`src/common/uart_int_ctrl_defines.vh`:
```
`ifndef UART_INT_CTRL_DEFINES_VH
`define UART_INT_CTRL_DEFINES_VH

// ----------------------------------------
// register byte addresses
// ----------------------------------------
`define ADDR_INTERRUPT_MASK  8'h04
`define ADDR_FIFO_CONTROL    8'h08
`define ADDR_INTERRUPT_SRC   8'h08
`define ADDR_LINE_STATUS     8'h14

// ----------------------------------------
// interrupt mask fields
// ----------------------------------------
`define MASK_RX_DATA         0
`define MASK_THR_EMPTY       1
`define MASK_LINE_STATUS     2
`define MASK_MODEM_STATUS    3
`define MASK_POWER_DOWN      5
`define MASK_RESET           8'h00
`define MASK_WRITABLE        8'h2F
`define MASK_NO_PD           8'h0F

// ----------------------------------------
// fifo control fields
// ----------------------------------------
`define FCR_FIFO_EN          0
`define FCR_RX_CLEAR         1
`define FCR_TX_CLEAR         2
`define FCR_DMA_MODE         3
`define FCR_TRIG_LO          6
`define FCR_TRIG_HI          7

// ----------------------------------------
// receive trigger levels and fifo size
// ----------------------------------------
`define TRIG_SEL_1           2'h0
`define TRIG_SEL_4           2'h1
`define TRIG_SEL_8           2'h2
`define TRIG_LEVEL_1         5'h01
`define TRIG_LEVEL_4         5'h04
`define TRIG_LEVEL_8         5'h08
`define TRIG_LEVEL_14        5'h0E
`define FIFO_DEPTH           5'h10
`define FIFO_EMPTY           5'h00

// ----------------------------------------
// interrupt source codes, bits 3:0, and fifo flags, bits 7:6
// ----------------------------------------
`define SRC_NONE             4'h1
`define SRC_LINE_STATUS      4'h6
`define SRC_RX_DATA          4'h4
`define SRC_RX_TIMEOUT       4'hC
`define SRC_THR_EMPTY        4'h2
`define SRC_MODEM_STATUS     4'h0
`define SRC_FIFO_FLAGS       2'h3

// ----------------------------------------
// receive timeout, in character times
// ----------------------------------------
`define TIMEOUT_CHARS        3'h4
`define TIMEOUT_RESET        3'h0

`endif

```
`src/rtl/rx_timeout.v`:
```
`timescale 1ns/100ps
`default_nettype none
`include "uart_int_ctrl_defines.vh"

module rx_timeout (
   input  wire       hclk,
   input  wire       hresetn,
   input  wire       arm,
   input  wire       restart,
   input  wire       char_tick,
   output reg        timeout_q
);

   reg  [2:0] count_q;
   reg  [2:0] count_d;
   reg        timeout_d;

   // ----------------------------------------
   // character-time counter
   // ----------------------------------------
   // any push or pop restarts the wait and drops the flag
   always @* begin
      count_d   = count_q;
      timeout_d = timeout_q;
      if (restart || !arm) begin
         count_d   = `TIMEOUT_RESET;
         timeout_d = 1'b0;
      end else if (char_tick && !timeout_q) begin
         count_d = count_q + 3'h1;
         if (count_d == `TIMEOUT_CHARS)
            timeout_d = 1'b1;
      end
   end

   always @(posedge hclk or negedge hresetn) begin
      if (!hresetn) begin
         count_q   <= `TIMEOUT_RESET;
         timeout_q <= 1'b0;
      end else begin
         count_q   <= count_d;
         timeout_q <= timeout_d;
      end
   end

endmodule
`default_nettype wire

```
`src/rtl/uart_int_ctrl.v`:
```
// Behaviour
// - fifo mode, rx enable set: rx interrupt while fill at or above trigger.
// - source register shows rx data while fill at or above trigger.
// - data ready flag set on first push, cleared when rx fifo empty.
// - all four mask bits clear with fifos on gives polled operation.
// - line status shows tx fifo empty and tx fifo plus shifter empty.
// - mask bit 1 gates the transmitter empty interrupt.
// - mask bit 2 gates the receiver line status interrupt.
// - mask bit 3 gates the modem status change interrupt.
// - unused mask and fifo control bits read zero; mask resets to zero.
// - power down needs mask bit 5 and modem control bit 7.
// - fifo control bit 0 enables fifos; other bits need bit 0 set.
// - fifo control bit 1 clears the rx fifo, self-clearing.
// - fifo control bit 2 clears the tx fifo, self-clearing.
// - fifo control bit 3 selects dma mode 0 or 1.
// - mode 0: tx ready pin low while no tx character held.
// - mode 0: rx ready pin low while any rx character held.
// - mode 1: tx ready pin high only when tx fifo full.
// - mode 1: rx ready low on trigger or timeout, high once empty.
// - mode 1: tx interrupt while tx fill below trigger.
// - bits 7:6 choose trigger 1, 4, 8 or 14 characters.
// - source read reports and clears only the highest pending source; here a read does not clear rx data or timeout.
// - source codes 0110, 0100, 1100, 0010, 0000 by priority.
// - source bit 0 is zero while pending, one when idle.
// - source bits 7:6 read one with fifos on, zero otherwise.
//
// Our own choices: the AHB-Lite interface to the registers and the placing of the registers.
`timescale 1ns/100ps
`default_nettype none
`include "uart_int_ctrl_defines.vh"

module uart_int_ctrl #(
   parameter HAS_POWER_DOWN = 1
) (
   input  wire        hclk,
   input  wire        hresetn,
   input  wire        hsel,
   input  wire [31:0] haddr,
   input  wire [1:0]  htrans,
   input  wire        hwrite,
   input  wire [2:0]  hsize,
   input  wire [31:0] hwdata,
   input  wire        hready,
   output wire        hreadyout,
   output wire        hresp,
   output reg  [31:0] hrdata,
   input  wire [4:0]  rx_count,
   input  wire [4:0]  tx_count,
   input  wire        rx_push,
   input  wire        rx_pop,
   input  wire        tx_shift_empty,
   input  wire [3:0]  rx_error_bits,
   input  wire        fifo_data_error,
   input  wire        line_event,
   input  wire        modem_event,
   input  wire        modem_pd_bit,
   input  wire        char_tick,
   output wire        irq,
   output reg         tx_ready_n_pin,
   output reg         rx_ready_n_pin,
   output reg         rx_fifo_clear,
   output reg         tx_fifo_clear,
   output wire        fifo_enable,
   output wire        dma_mode,
   output wire        power_down,
   output wire [7:0]  line_status_reg
);

   // ----------------------------------------
   // declarations
   // ----------------------------------------
   reg  [7:0] interrupt_mask_q;
   reg        fifo_en_q;
   reg        dma_mode_q;
   reg  [1:0] trig_sel_q;
   reg        wr_pend_q;
   reg  [7:0] wr_addr_q;
   reg        ls_pend_q;
   reg        thre_pend_q;
   reg        thre_cond_q;
   reg        ms_pend_q;
   reg        rx_latch_q;
   reg  [4:0] trig_level;
   reg  [3:0] src_code;
   reg  [7:0] rd_value;
   wire       access;
   wire       rd_access;
   wire       isr_read;
   wire       wr_mask;
   wire       wr_fifo;
   wire       rx_timeout_q;
   wire       rx_at_trig;
   wire       thre_cond;
   wire       rx_empty;
   wire       tx_empty;
   wire       en_rx;
   wire       en_thre;
   wire       en_ls;
   wire       en_ms;
   wire       rx_data_int;
   wire       timeout_int;
   wire [7:0] mask_keep;

   // ----------------------------------------
   // bus decode
   // ----------------------------------------
   // zero wait states: every transfer completes with okay
   // hsize is ignored: a narrow write updates the whole byte
   assign hreadyout = 1'b1;
   assign hresp     = 1'b0;
   assign access    = hsel && htrans[1] && hready;
   assign rd_access = access && !hwrite;
   assign isr_read  = rd_access && (haddr[7:0] == `ADDR_INTERRUPT_SRC);
   assign wr_mask   = wr_pend_q && (wr_addr_q == `ADDR_INTERRUPT_MASK);
   assign wr_fifo   = wr_pend_q && (wr_addr_q == `ADDR_FIFO_CONTROL);

   // remember the write address until its data phase
   always @(posedge hclk or negedge hresetn) begin
      if (!hresetn) begin
         wr_pend_q <= 1'b0;
         wr_addr_q <= 8'h00;
      end else begin
         wr_pend_q <= access && hwrite;
         if (access)
            wr_addr_q <= haddr[7:0];
      end
   end

   // ----------------------------------------
   // interrupt mask register
   // ----------------------------------------
   // power-down enable only exists on the full variant
   assign mask_keep = (HAS_POWER_DOWN != 0) ? `MASK_WRITABLE : `MASK_NO_PD;

   always @(posedge hclk or negedge hresetn) begin
      if (!hresetn) begin
         interrupt_mask_q <= `MASK_RESET;
      end else if (wr_mask) begin
         interrupt_mask_q <= hwdata[7:0] & mask_keep;
      end
   end

   assign en_rx   = interrupt_mask_q[`MASK_RX_DATA];
   assign en_thre = interrupt_mask_q[`MASK_THR_EMPTY];
   assign en_ls   = interrupt_mask_q[`MASK_LINE_STATUS];
   assign en_ms   = interrupt_mask_q[`MASK_MODEM_STATUS];

   // both enables are needed before the clocks stop
   // on the variant without it, bit 5 never stores a one
   assign power_down = interrupt_mask_q[`MASK_POWER_DOWN] && modem_pd_bit;

   // ----------------------------------------
   // fifo control register
   // ----------------------------------------
   // clear bits are never stored, so each gives a one-cycle clear pulse
   // a write with bit 0 low only turns the fifos off
   always @(posedge hclk or negedge hresetn) begin
      if (!hresetn) begin
         fifo_en_q     <= 1'b0;
         dma_mode_q    <= 1'b0;
         trig_sel_q    <= `TRIG_SEL_1;
         rx_fifo_clear <= 1'b0;
         tx_fifo_clear <= 1'b0;
      end else begin
         rx_fifo_clear <= 1'b0;
         tx_fifo_clear <= 1'b0;
         if (wr_fifo) begin
            fifo_en_q <= hwdata[`FCR_FIFO_EN];
            if (hwdata[`FCR_FIFO_EN]) begin
               rx_fifo_clear <= hwdata[`FCR_RX_CLEAR];
               tx_fifo_clear <= hwdata[`FCR_TX_CLEAR];
               dma_mode_q    <= hwdata[`FCR_DMA_MODE];
               trig_sel_q    <= hwdata[`FCR_TRIG_HI:`FCR_TRIG_LO];
            end
         end
      end
   end

   assign fifo_enable = fifo_en_q;
   assign dma_mode    = dma_mode_q;

   // ----------------------------------------
   // trigger level and fill comparisons
   // ----------------------------------------
   // without fifos a single held character is the trigger
   // a new trigger applies from the cycle after the write lands
   always @* begin
      trig_level = `TRIG_LEVEL_1;
      if (fifo_en_q) begin
         if (trig_sel_q == `TRIG_SEL_1)
            trig_level = `TRIG_LEVEL_1;
         else if (trig_sel_q == `TRIG_SEL_4)
            trig_level = `TRIG_LEVEL_4;
         else if (trig_sel_q == `TRIG_SEL_8)
            trig_level = `TRIG_LEVEL_8;
         else
            trig_level = `TRIG_LEVEL_14;
      end
   end

   assign rx_empty   = (rx_count == `FIFO_EMPTY);
   assign tx_empty   = (tx_count == `FIFO_EMPTY);
   assign rx_at_trig = (rx_count >= trig_level);

   // mode 1 refills the tx fifo in blocks below the trigger
   assign thre_cond = (fifo_en_q && dma_mode_q) ? (tx_count < trig_level)
                                                : tx_empty;

   // ----------------------------------------
   // receive timeout
   // ----------------------------------------
   // armed only while data waits below the trigger
   // fifo clear restarts the wait, so no stale timeout survives
   rx_timeout u_rx_timeout (
      .hclk      (hclk),
      .hresetn   (hresetn),
      .arm       (fifo_en_q && !rx_empty && !rx_at_trig),
      .restart   (rx_push || rx_pop || rx_fifo_clear),
      .char_tick (char_tick),
      .timeout_q (rx_timeout_q)
   );

   // ----------------------------------------
   // pending sources and priority
   // ----------------------------------------
   // rx data and timeout are levels: a source read cannot clear
   // them, only a change of fill or a push or pop does
   assign rx_data_int = en_rx && rx_at_trig;
   assign timeout_int = en_rx && fifo_en_q && rx_timeout_q;

   // highest enabled pending source wins the code
   always @* begin
      src_code = `SRC_NONE;
      if (en_ls && ls_pend_q)
         src_code = `SRC_LINE_STATUS;
      else if (rx_data_int)
         src_code = `SRC_RX_DATA;
      else if (timeout_int)
         src_code = `SRC_RX_TIMEOUT;
      else if (en_thre && thre_pend_q)
         src_code = `SRC_THR_EMPTY;
      else if (en_ms && ms_pend_q)
         src_code = `SRC_MODEM_STATUS;
   end

   // events are latched; a read clears only the one it reports,
   // and an event in the same cycle as the read wins over it
   always @(posedge hclk or negedge hresetn) begin
      if (!hresetn) begin
         ls_pend_q   <= 1'b0;
         thre_pend_q <= 1'b0;
         thre_cond_q <= 1'b0;
         ms_pend_q   <= 1'b0;
      end else begin
         thre_cond_q <= thre_cond;
         if (line_event)
            ls_pend_q <= 1'b1;
         else if (isr_read && src_code == `SRC_LINE_STATUS)
            ls_pend_q <= 1'b0;
         // the edge register resets low, so an idle tx side raises
         // one transmitter-empty event after reset
         if (thre_cond && !thre_cond_q)
            thre_pend_q <= 1'b1;
         else if (!thre_cond)
            thre_pend_q <= 1'b0;
         else if (isr_read && src_code == `SRC_THR_EMPTY)
            thre_pend_q <= 1'b0;
         if (modem_event)
            ms_pend_q <= 1'b1;
         else if (isr_read && src_code == `SRC_MODEM_STATUS)
            ms_pend_q <= 1'b0;
      end
   end

   // polled mode falls out of the enables: all clear means no line
   // no latch of its own: irq drops as soon as its source clears
   assign irq = (en_ls && ls_pend_q) || rx_data_int || timeout_int ||
                (en_thre && thre_pend_q) || (en_ms && ms_pend_q);

   // ----------------------------------------
   // line status flags
   // ----------------------------------------
   // level flags from fill counts, no latch to go stale
   // error bits pass through as the receiver reports them
   assign line_status_reg[0]   = !rx_empty;
   assign line_status_reg[4:1] = rx_error_bits;
   assign line_status_reg[5]   = tx_empty;
   assign line_status_reg[6]   = tx_empty && tx_shift_empty;
   assign line_status_reg[7]   = fifo_data_error;

   // ----------------------------------------
   // dma ready pins
   // ----------------------------------------
   // rx latch in mode 1 holds low until the fifo drains
   // without it a pop below the trigger would release the pin
   // while the dma engine is still draining the block
   always @(posedge hclk or negedge hresetn) begin
      if (!hresetn) begin
         rx_latch_q <= 1'b0;
      end else if (rx_empty) begin
         rx_latch_q <= 1'b0;
      end else if (rx_at_trig || rx_timeout_q) begin
         rx_latch_q <= 1'b1;
      end
   end

   // pins are registered so the dma side never sees glitches
   always @(posedge hclk or negedge hresetn) begin
      if (!hresetn) begin
         tx_ready_n_pin <= 1'b0;
         rx_ready_n_pin <= 1'b1;
      end else if (fifo_en_q && dma_mode_q) begin
         tx_ready_n_pin <= (tx_count == `FIFO_DEPTH);
         rx_ready_n_pin <= !(rx_latch_q || ((rx_at_trig || rx_timeout_q) && !rx_empty));
      end else begin
         tx_ready_n_pin <= !tx_empty;
         rx_ready_n_pin <= rx_empty;
      end
   end

   // ----------------------------------------
   // read data
   // ----------------------------------------
   // write-only fifo control shares its address with the source read
   // unmapped offsets read zero; writes to them fall away
   always @* begin
      rd_value = 8'h00;
      if (haddr[7:0] == `ADDR_INTERRUPT_MASK)
         rd_value = interrupt_mask_q;
      else if (haddr[7:0] == `ADDR_INTERRUPT_SRC)
         rd_value = {(fifo_en_q ? `SRC_FIFO_FLAGS : 2'h0), 2'h0, src_code};
      else if (haddr[7:0] == `ADDR_LINE_STATUS)
         rd_value = line_status_reg;
   end

   // captured at the address phase so side effects match the data
   // a read of the source register clears at that same edge
   always @(posedge hclk or negedge hresetn) begin
      if (!hresetn) begin
         hrdata <= 32'h00000000;
      end else if (rd_access) begin
         hrdata <= {24'h000000, rd_value};
      end
   end

endmodule
`default_nettype wire

```
`config.mk`:
```
export PLATFORM = sky130hd
export DESIGN_NAME = uart_int_ctrl
export DESIGN_NICKNAME = d
export VERILOG_FILES = /design/src/rtl/rx_timeout.v /design/src/rtl/uart_int_ctrl.v
export VERILOG_INCLUDE_DIRS = /design/src /design/src/common
export SDC_FILE = /design/constraint.sdc
export NUM_CORES = 1
export LEC_CHECK = 0
export BUFFER_PORTS_ARGS = -buffer_cell sky130_fd_sc_hd__buf_2
export CAP_MARGIN = 5
export CELL_PAD_IN_SITES_DETAIL_PLACEMENT = 0
export CELL_PAD_IN_SITES_GLOBAL_PLACEMENT = 1
export CORE_ASPECT_RATIO = 0.6
export CORE_MARGIN = 2
export CORE_UTILIZATION = 27
export CTS_CLUSTER_DIAMETER = 80
export DETAILED_ROUTE_END_ITERATION = 16
export MAX_ROUTING_LAYER = met4
export PLACE_DENSITY_LB_ADDON = 0.15
export SLEW_MARGIN = 20
export SYNTH_ARGS = -nofsm -noshare
export SYNTH_HDL_FRONTEND = slang
export SYNTH_SLANG_ARGS = --single-unit
export TNS_END_PERCENT = 10
```
`constraint.sdc`:
```
create_clock -name hclk -period 2.2 [get_ports hclk]
set_input_delay 0.22 -clock hclk [delete_from_list [all_inputs] [get_ports hclk]]
set_output_delay 0.22 -clock hclk [all_outputs]
set_load 0.02 [all_outputs]
```
==> results of run 1 <==
==> how the worst max path moves through the flow <==
| stage | endpoint | slack [ns] | cells past startpoint |
|---|---|---|---|
| finish | irq | 0.04 | 9 |
| global route | irq | -0.03 | 8 |
| CTS | irq | 0.01 | 8 |
| detailed placement | rx_ready_n_pin | -0.08 | 7 |
| global placement | rx_ready_n_pin | -0.04 | 7 |
| floorplan | rx_ready_n_pin | 0.06 | 8 |
==> per-layer routing <==
layer | track usage | share of wire | vias up
li1 | - | - | 910
met1 | 0.212 | 0.55 | 896
met2 | 0.183 | 0.38 | 50
met3 | 0.0344 | 0.062 | 2
met4 | 0.0303 | 0.0038 | 0
met5 | - | 0 | -
==> cells in the final DEF (no fill, tap or decap), drive strengths merged, types with 6 or more instances in the layout <==
cell / count
a31oi: 9
nor2: 16
o21ai: 15
buf: 81
conb: 26
ha: 9
dfrtp: 38
nand2: 17
nand3: 6
mux2: 15
inv: 7
clkbuf: 6
==> stage by stage <==
stage	TNS, ns	cells	worst slack, ns	hold WS (ns)
2_1_floorplan	0	253	0.0602	-0.0756
3_3_place_gp	-0.0378	405	-0.0378	0.232
3_5_place_dp	-0.0812	405	-0.0812	0.232
4_1_cts	0	416	0.0100	0.129
5_1_grt	-0.0344	418	-0.0344	0.142
6_report	0	418	0.0403	0.124
==> sequential cells by signal, indices dropped and copies added (netlist names), 2 cells and up <==
signal                cells
trig_sel_q                2
u_rx_timeout.count_q      3
interrupt_mask_q          5
wr_addr_q                 8
hrdata                    8
==> critical path, stage by stage (launching register included) <==
cell      delay [ns]
dfrtp_2         0.43
buf_4           0.15
nand3_4         0.06
ha_2            0.28
o21ai_2         0.15
nor2_1          0.05
o221ai_1        0.16
buf_4           0.16
nand3_4         0.07
buf_6           0.15
==> cell usage after synthesis (2+ instances only) <==
master	count	share of area
inv_1	7	0.011
dfrtp_1	38	0.41
clkbuf_1	4	0.0065
a21o_1	2	0.0065
nor2_1	16	0.026
or4_1	2	0.0065
mux2_2	15	0.073
nand3b_1	2	0.0065
o21ai_0	15	0.033
or2b_1	2	0.0065
a31oi_1	9	0.024
a21oi_1	5	0.011
nand4_1	2	0.0054
conb_1	2	0.0033
and2_1	2	0.0054
nand2_1	17	0.028
nor3_1	2	0.0043
nand3_1	5	0.011
and3_1	4	0.011
mux2i_1	2	0.0087
ha_1	9	0.049
xor2_1	2	0.0076
nand2b_1	2	0.0054
buf_4	32	0.10
nor4_1	4	0.011
==> logic make-up after synthesis <==
logic type,after synthesis,synth area share
simple gates,73,0.187
flops,39,0.424
mux,17,0.0820
fa+ha+maj,9,0.0489
compound gates,42,0.117
buf+inv,44,0.127
xor+xnor,3,0.0114
other cells,2,0.00326
==> power groups by stage <==
stage	Sequential [mW]	Combinational, mW	Clock (mW)
after floorplan	0.836	0.205	0
after global placement	0.827	0.311	0
after detailed placement	0.827	0.313	0
after CTS	0.816	0.327	0.843
after global routing	0.825	0.371	0.881
final	0.816	0.333	0.829
==> cell type report <==
class                   instances  share of cell area
clock buffers                   6              0.0438
clock inverters                 2              0.0127
inverters                       7             0.00892
multi-input cells             170               0.396
flip-flops and latches         39               0.332
well taps                     112              0.0476
repair buffers                 82               0.158
==> timing repair <==
action,in CTS,in global routing
endpoints found under the hold margin,20,0
endpoints found under the setup margin,2,1
gates resized for setup,11,4
pin swaps,2,5
setup buffers,2,2
gates cloned,0,0
hold buffers,1,0
==> impl_results.md, run 1 <==
- Initial drt markers: 51
- I/O Buffers: 66
- TritonCTS buffer count: 5
- Synth Cell Area: 2300 um^2
- RSZ-0062 raised after global routing: yes
- Sw Ratio: 0.269
- DRC: 0
- Register Area: 978 um^2
- Ports: 146
- Routed wire length: 6.03 mm
- R2R Path Start: fifo_enable
- Mapped Cells: 229
- Min cycle time layout: 2.16 ns
- DRT Pass-1 Iters: 4
- Actual slew at the worst max-slew pin: 0.513 ns
- Final ANT Viol Nets: 0
- Wire per inst: 14.4 um
- PwrDens: 672 nW/um^2
- Leakage: 1.40 nW
- HP Class: in2reg
- Worst Hold Launch: line_event
- Ys flop type: dfrtp_1
- Startpoint types: flip-flop
- Final setup viols: 0
- Nets: 410
- Avg Cell Area, Syn: 10.1 um^2
- CP Max Fanout: 3
- Max Freq: 0.463 GHz
- # Max-Cap Violations: 0
- Pins Over Slew Limit: 0
- Worst reg2reg endpoint: rx_ready_n_pin
- Fin. Hold Viols: 0
- Logic pwr share: 0.169
- Unique cell type count in the Yosys netlist: 52
- Vias: 1,858
- Vias in the first global route: 1,780
- Slew HR: 0.658
- Reg power frac: 0.412
- Pint: 1.45 mW
- Part of the cycle the worst path needs: 0.982
- Die area: 9320 um^2
- Initial antenna violation count: 0
- Tot Pwr: 1.98 mW
- Total GRT Usage: 0.140
- Cell Area, Placed: 2680 um^2
- R2r setup slk: 0.10 ns
- Die W: 123 um
- Hold path depth: 2
- CP Launch Point: fifo_enable
- Core area: 8390 um^2
- Layout cells sized above 1: 0.395
- P_sw: 532 uW
- Asr flop ratio synth: 1.00
- Worst Path Required: 1.98 ns
- Number of synthesized register bits: 39
- Dpl hpwl: 4.79 mm
- CTS max path bufs: 2
- ANT cells: 0
- Initial Util: 0.275
- Crit end category: output port
- Vias/cell: 4.44
- Clock sink count: 39
- First-pass GRT wire length: 9.34 mm
- Gp weighted congestion: 0.820
- Skew-Pair Late Insertion Delay: 0.28 ns
- FF-to-FF path depth: 9
- H-Tree Depth: 2
- Grt total ovfl: 0
- Core Util, Final: 0.351
- Non-Filler Cell Area, Final: 2950 um^2
- Seq/Total Area, Yosys: 0.424
- Clock transition at path regs: 0.06 ns
- Syn. warnings: 0
- Post-synth EDFFs: 0
- Status: completed
- Rows: 26
- Multi-input gate area: 1170 um^2
- Fillers: 892
- Fin Clk Skew: 0.00267 ns
- Root Driver: clkbuf_16
- Power share of the clock group: 0.419
- Chip height: 75.6 um
- Worst Path Arrival: 1.94 ns
- Endpoint, Worst Hold: ls_pend_q
- Setup CP Type: reg2out
- Worst vdd ir: 246 uV
- CTS tree: built
- Largest net degree at the start of global routing: 23
- Area Growth Syn to Fin: 27.8%
(Power assumes the default switching activity.)
==> run 2, diff against run 1 <==
- SETUP_SLACK_MARGIN: default -> 0.1
==> run 2 against run 1 <==
Compared with the run above: sequential power is essentially flat; non-clock buffer count shrank 1; fmax increased by 0.17%; die area stayed put; flip-flop and latch count unchanged; worst setup slack gained 0.0038 ns; hold slack worse by 0.0048 ns; first-iteration DRC count is 27% higher; design area is 1.2% lower; sequential share of layout area grew 0.49 points; power shrank 3.9%; register-to-register slack improved by 0.05 ns; critical endpoint unchanged; largest cell class unchanged; largest power group is now registers.
==> impl_results.md, run 2 (synthesis results as in run 1) <==
- Gp weighted congestion: 0.822
- Vias/cell: 4.45
- Slew HR: 0.652
- Sw Ratio: 0.285
- R2r setup slk: 0.15 ns
- P_sw: 541 uW
- R2R Path Start: trig_sel_q[1]
- Grt total ovfl: 0
- Final setup viols: 0
- Crit end category: output port
- Setup CP Type: reg2out
- Routed wire length: 6.06 mm
- Initial drt markers: 65
- Dpl hpwl: 4.89 mm
- Rows: 26
- Core area: 8390 um^2
- Worst Path Required: 1.98 ns
- Pint: 1.36 mW
- CTS tree: built
- HP Class: in2reg
- Initial Util: 0.275
- Worst reg2reg endpoint: rx_ready_n_pin
- Root Driver: clkbuf_16
- Largest regs: hrdata (8), wr_addr_q (8), interrupt_mask_q (5)
- Fin Clk Skew: 0.00437 ns
- Power share of the clock group: 0.397
- Register Area: 981 um^2
- Logic pwr share: 0.172
- Worst Path Arrival: 1.94 ns
- FF-to-FF path depth: 8
- Ports: 146
- Tot Pwr: 1.90 mW
- Max Freq: 0.464 GHz
- Skew-Pair Late Insertion Delay: 0.29 ns
- DRC: 0
- DRT Pass-1 Iters: 4
- Worst Hold Launch: line_event
- Grt met3 use: 0.0359
- Hold path depth: 2
- Clock sink count: 39
- RSZ-0062 raised after global routing: yes
- Cell Area, Placed: 2670 um^2
- Status: completed
- Pins Over Slew Limit: 0
- Sum Neg Setup Slack: 0 ns
- Final ANT Viol Nets: 0
- Fillers: 887
- I/O Buffers: 66
- Startpoint types: flip-flop
- Area Growth Syn to Fin: 26.3%
- TritonCTS buffer count: 5
- Vias: 1,856
- Layout cells sized above 1: 0.397
- Busiest grt layer: met1
- Largest net degree at the start of global routing: 19
- First-pass GRT wire length: 9.39 mm
- CTS max path bufs: 2
- Endpoint, Worst Hold: ls_pend_q
- Part of the cycle the worst path needs: 0.980
- Worst vdd ir: 251 uV
- Initial antenna violation count: 0
- ANT cells: 0
- Fin. Hold Viols: 0
- Chip height: 75.6 um
- Routing usage on met2: 0.194
- Leakage: 1.38 nW
- Die W: 123 um
- Min cycle time layout: 2.16 ns
- # Max-Cap Violations: 0
- Nets: 409
- Reg power frac: 0.431
- Total GRT Usage: 0.143
- Fin Hold WS: 0.119 ns
- Multi-input gate area: 1160 um^2
- H-Tree Depth: 2
- Actual slew at the worst max-slew pin: 0.514 ns
- Die area: 9320 um^2
- Vias in the first global route: 1,782
- Most common cell after layout, fill and taps aside: buf_2
- CP Max Fanout: 4
- Wire per inst: 14.5 um
- PwrDens: 653 nW/um^2
- Most frequent cells in the layout: buf_2, dfrtp_1, conb_1
- Clock transition at path regs: 0.06 ns
- Met1 Usage GRT: 0.212
- Non-Filler Cell Area, Final: 2910 um^2
==> run 2: critical path, cell delays in order, from the launching register on <==
cell and delay, ns:
dfrtp_2 0.44, o21ai_2 0.16, ha_1 0.26, nor3b_2 0.20, nor2_1 0.07, o221ai_1 0.16, buf_4 0.16, nand3_4 0.06
buf_6 0.15
==> run 2: power by group through the flow <==
| stage | sequential, mW | clock, mW | combinational (mW) |
|---|---|---|---|
| 2_1_floorplan | 0.836 | 0 | 0.207 |
| 5_1_grt | 0.826 | 0.801 | 0.365 |
| 3_5_place_dp | 0.830 | 0 | 0.314 |
| 3_3_place_gp | 0.830 | 0 | 0.310 |
| 6_report | 0.819 | 0.755 | 0.328 |
| 4_1_cts | 0.818 | 0.775 | 0.327 |
==> run 2: cell type report <==
cell class                 count  area share
clock buffer                   6      0.0477
tap                          112      0.0482
inverter                       7     0.00903
sequential                    39       0.337
multi-input combinational    170       0.397
timing repair buffer          81       0.155
clock inverter                 2     0.00559
==> run 2: worst max-delay path by stage <==
stage	startpoint	end	slack [ns]	cells past startpoint
3_3_place_gp	trig_sel_q[1]	rx_ready_n_pin	0.02	7
4_1_cts	trig_sel_q[0]	irq	0.02	8
6_report	trig_sel_q[1]	irq	0.04	8
3_5_place_dp	trig_sel_q[1]	rx_ready_n_pin	0.07	7
5_1_grt	trig_sel_q[1]	irq	-0.09	8
2_1_floorplan	fifo_enable	rx_ready_n_pin	0.13	8
==> run 2: per-stage QoR <==
| step | std cells | setup slack (ns) | util |
|---|---|---|---|
| after floorplan | 253 | 0.127 | - |
| after global placement | 403 | 0.0179 | 0.318 |
| after detailed placement | 403 | 0.0720 | 0.318 |
| after CTS | 415 | 0.0243 | 0.343 |
| after global routing | 417 | -0.0903 | 0.347 |
| final | 417 | 0.0441 | 0.347 |
==> run 2: routing by layer <==
layer | vias to the layer above | part of all wire
met5 | - | 0
met1 | 890 | 0.56
met2 | 53 | 0.37
met4 | 0 | 0.0063
li1 | 908 | -
met3 | 5 | 0.059
==> run 2: timing repair <==
action,CTS,global route
hold buffers,1,0
setup endpoints to repair,2,9
pin swaps,5,5
hold endpoints to repair,15,0
resized for setup,6,5
buffers inserted,3,2
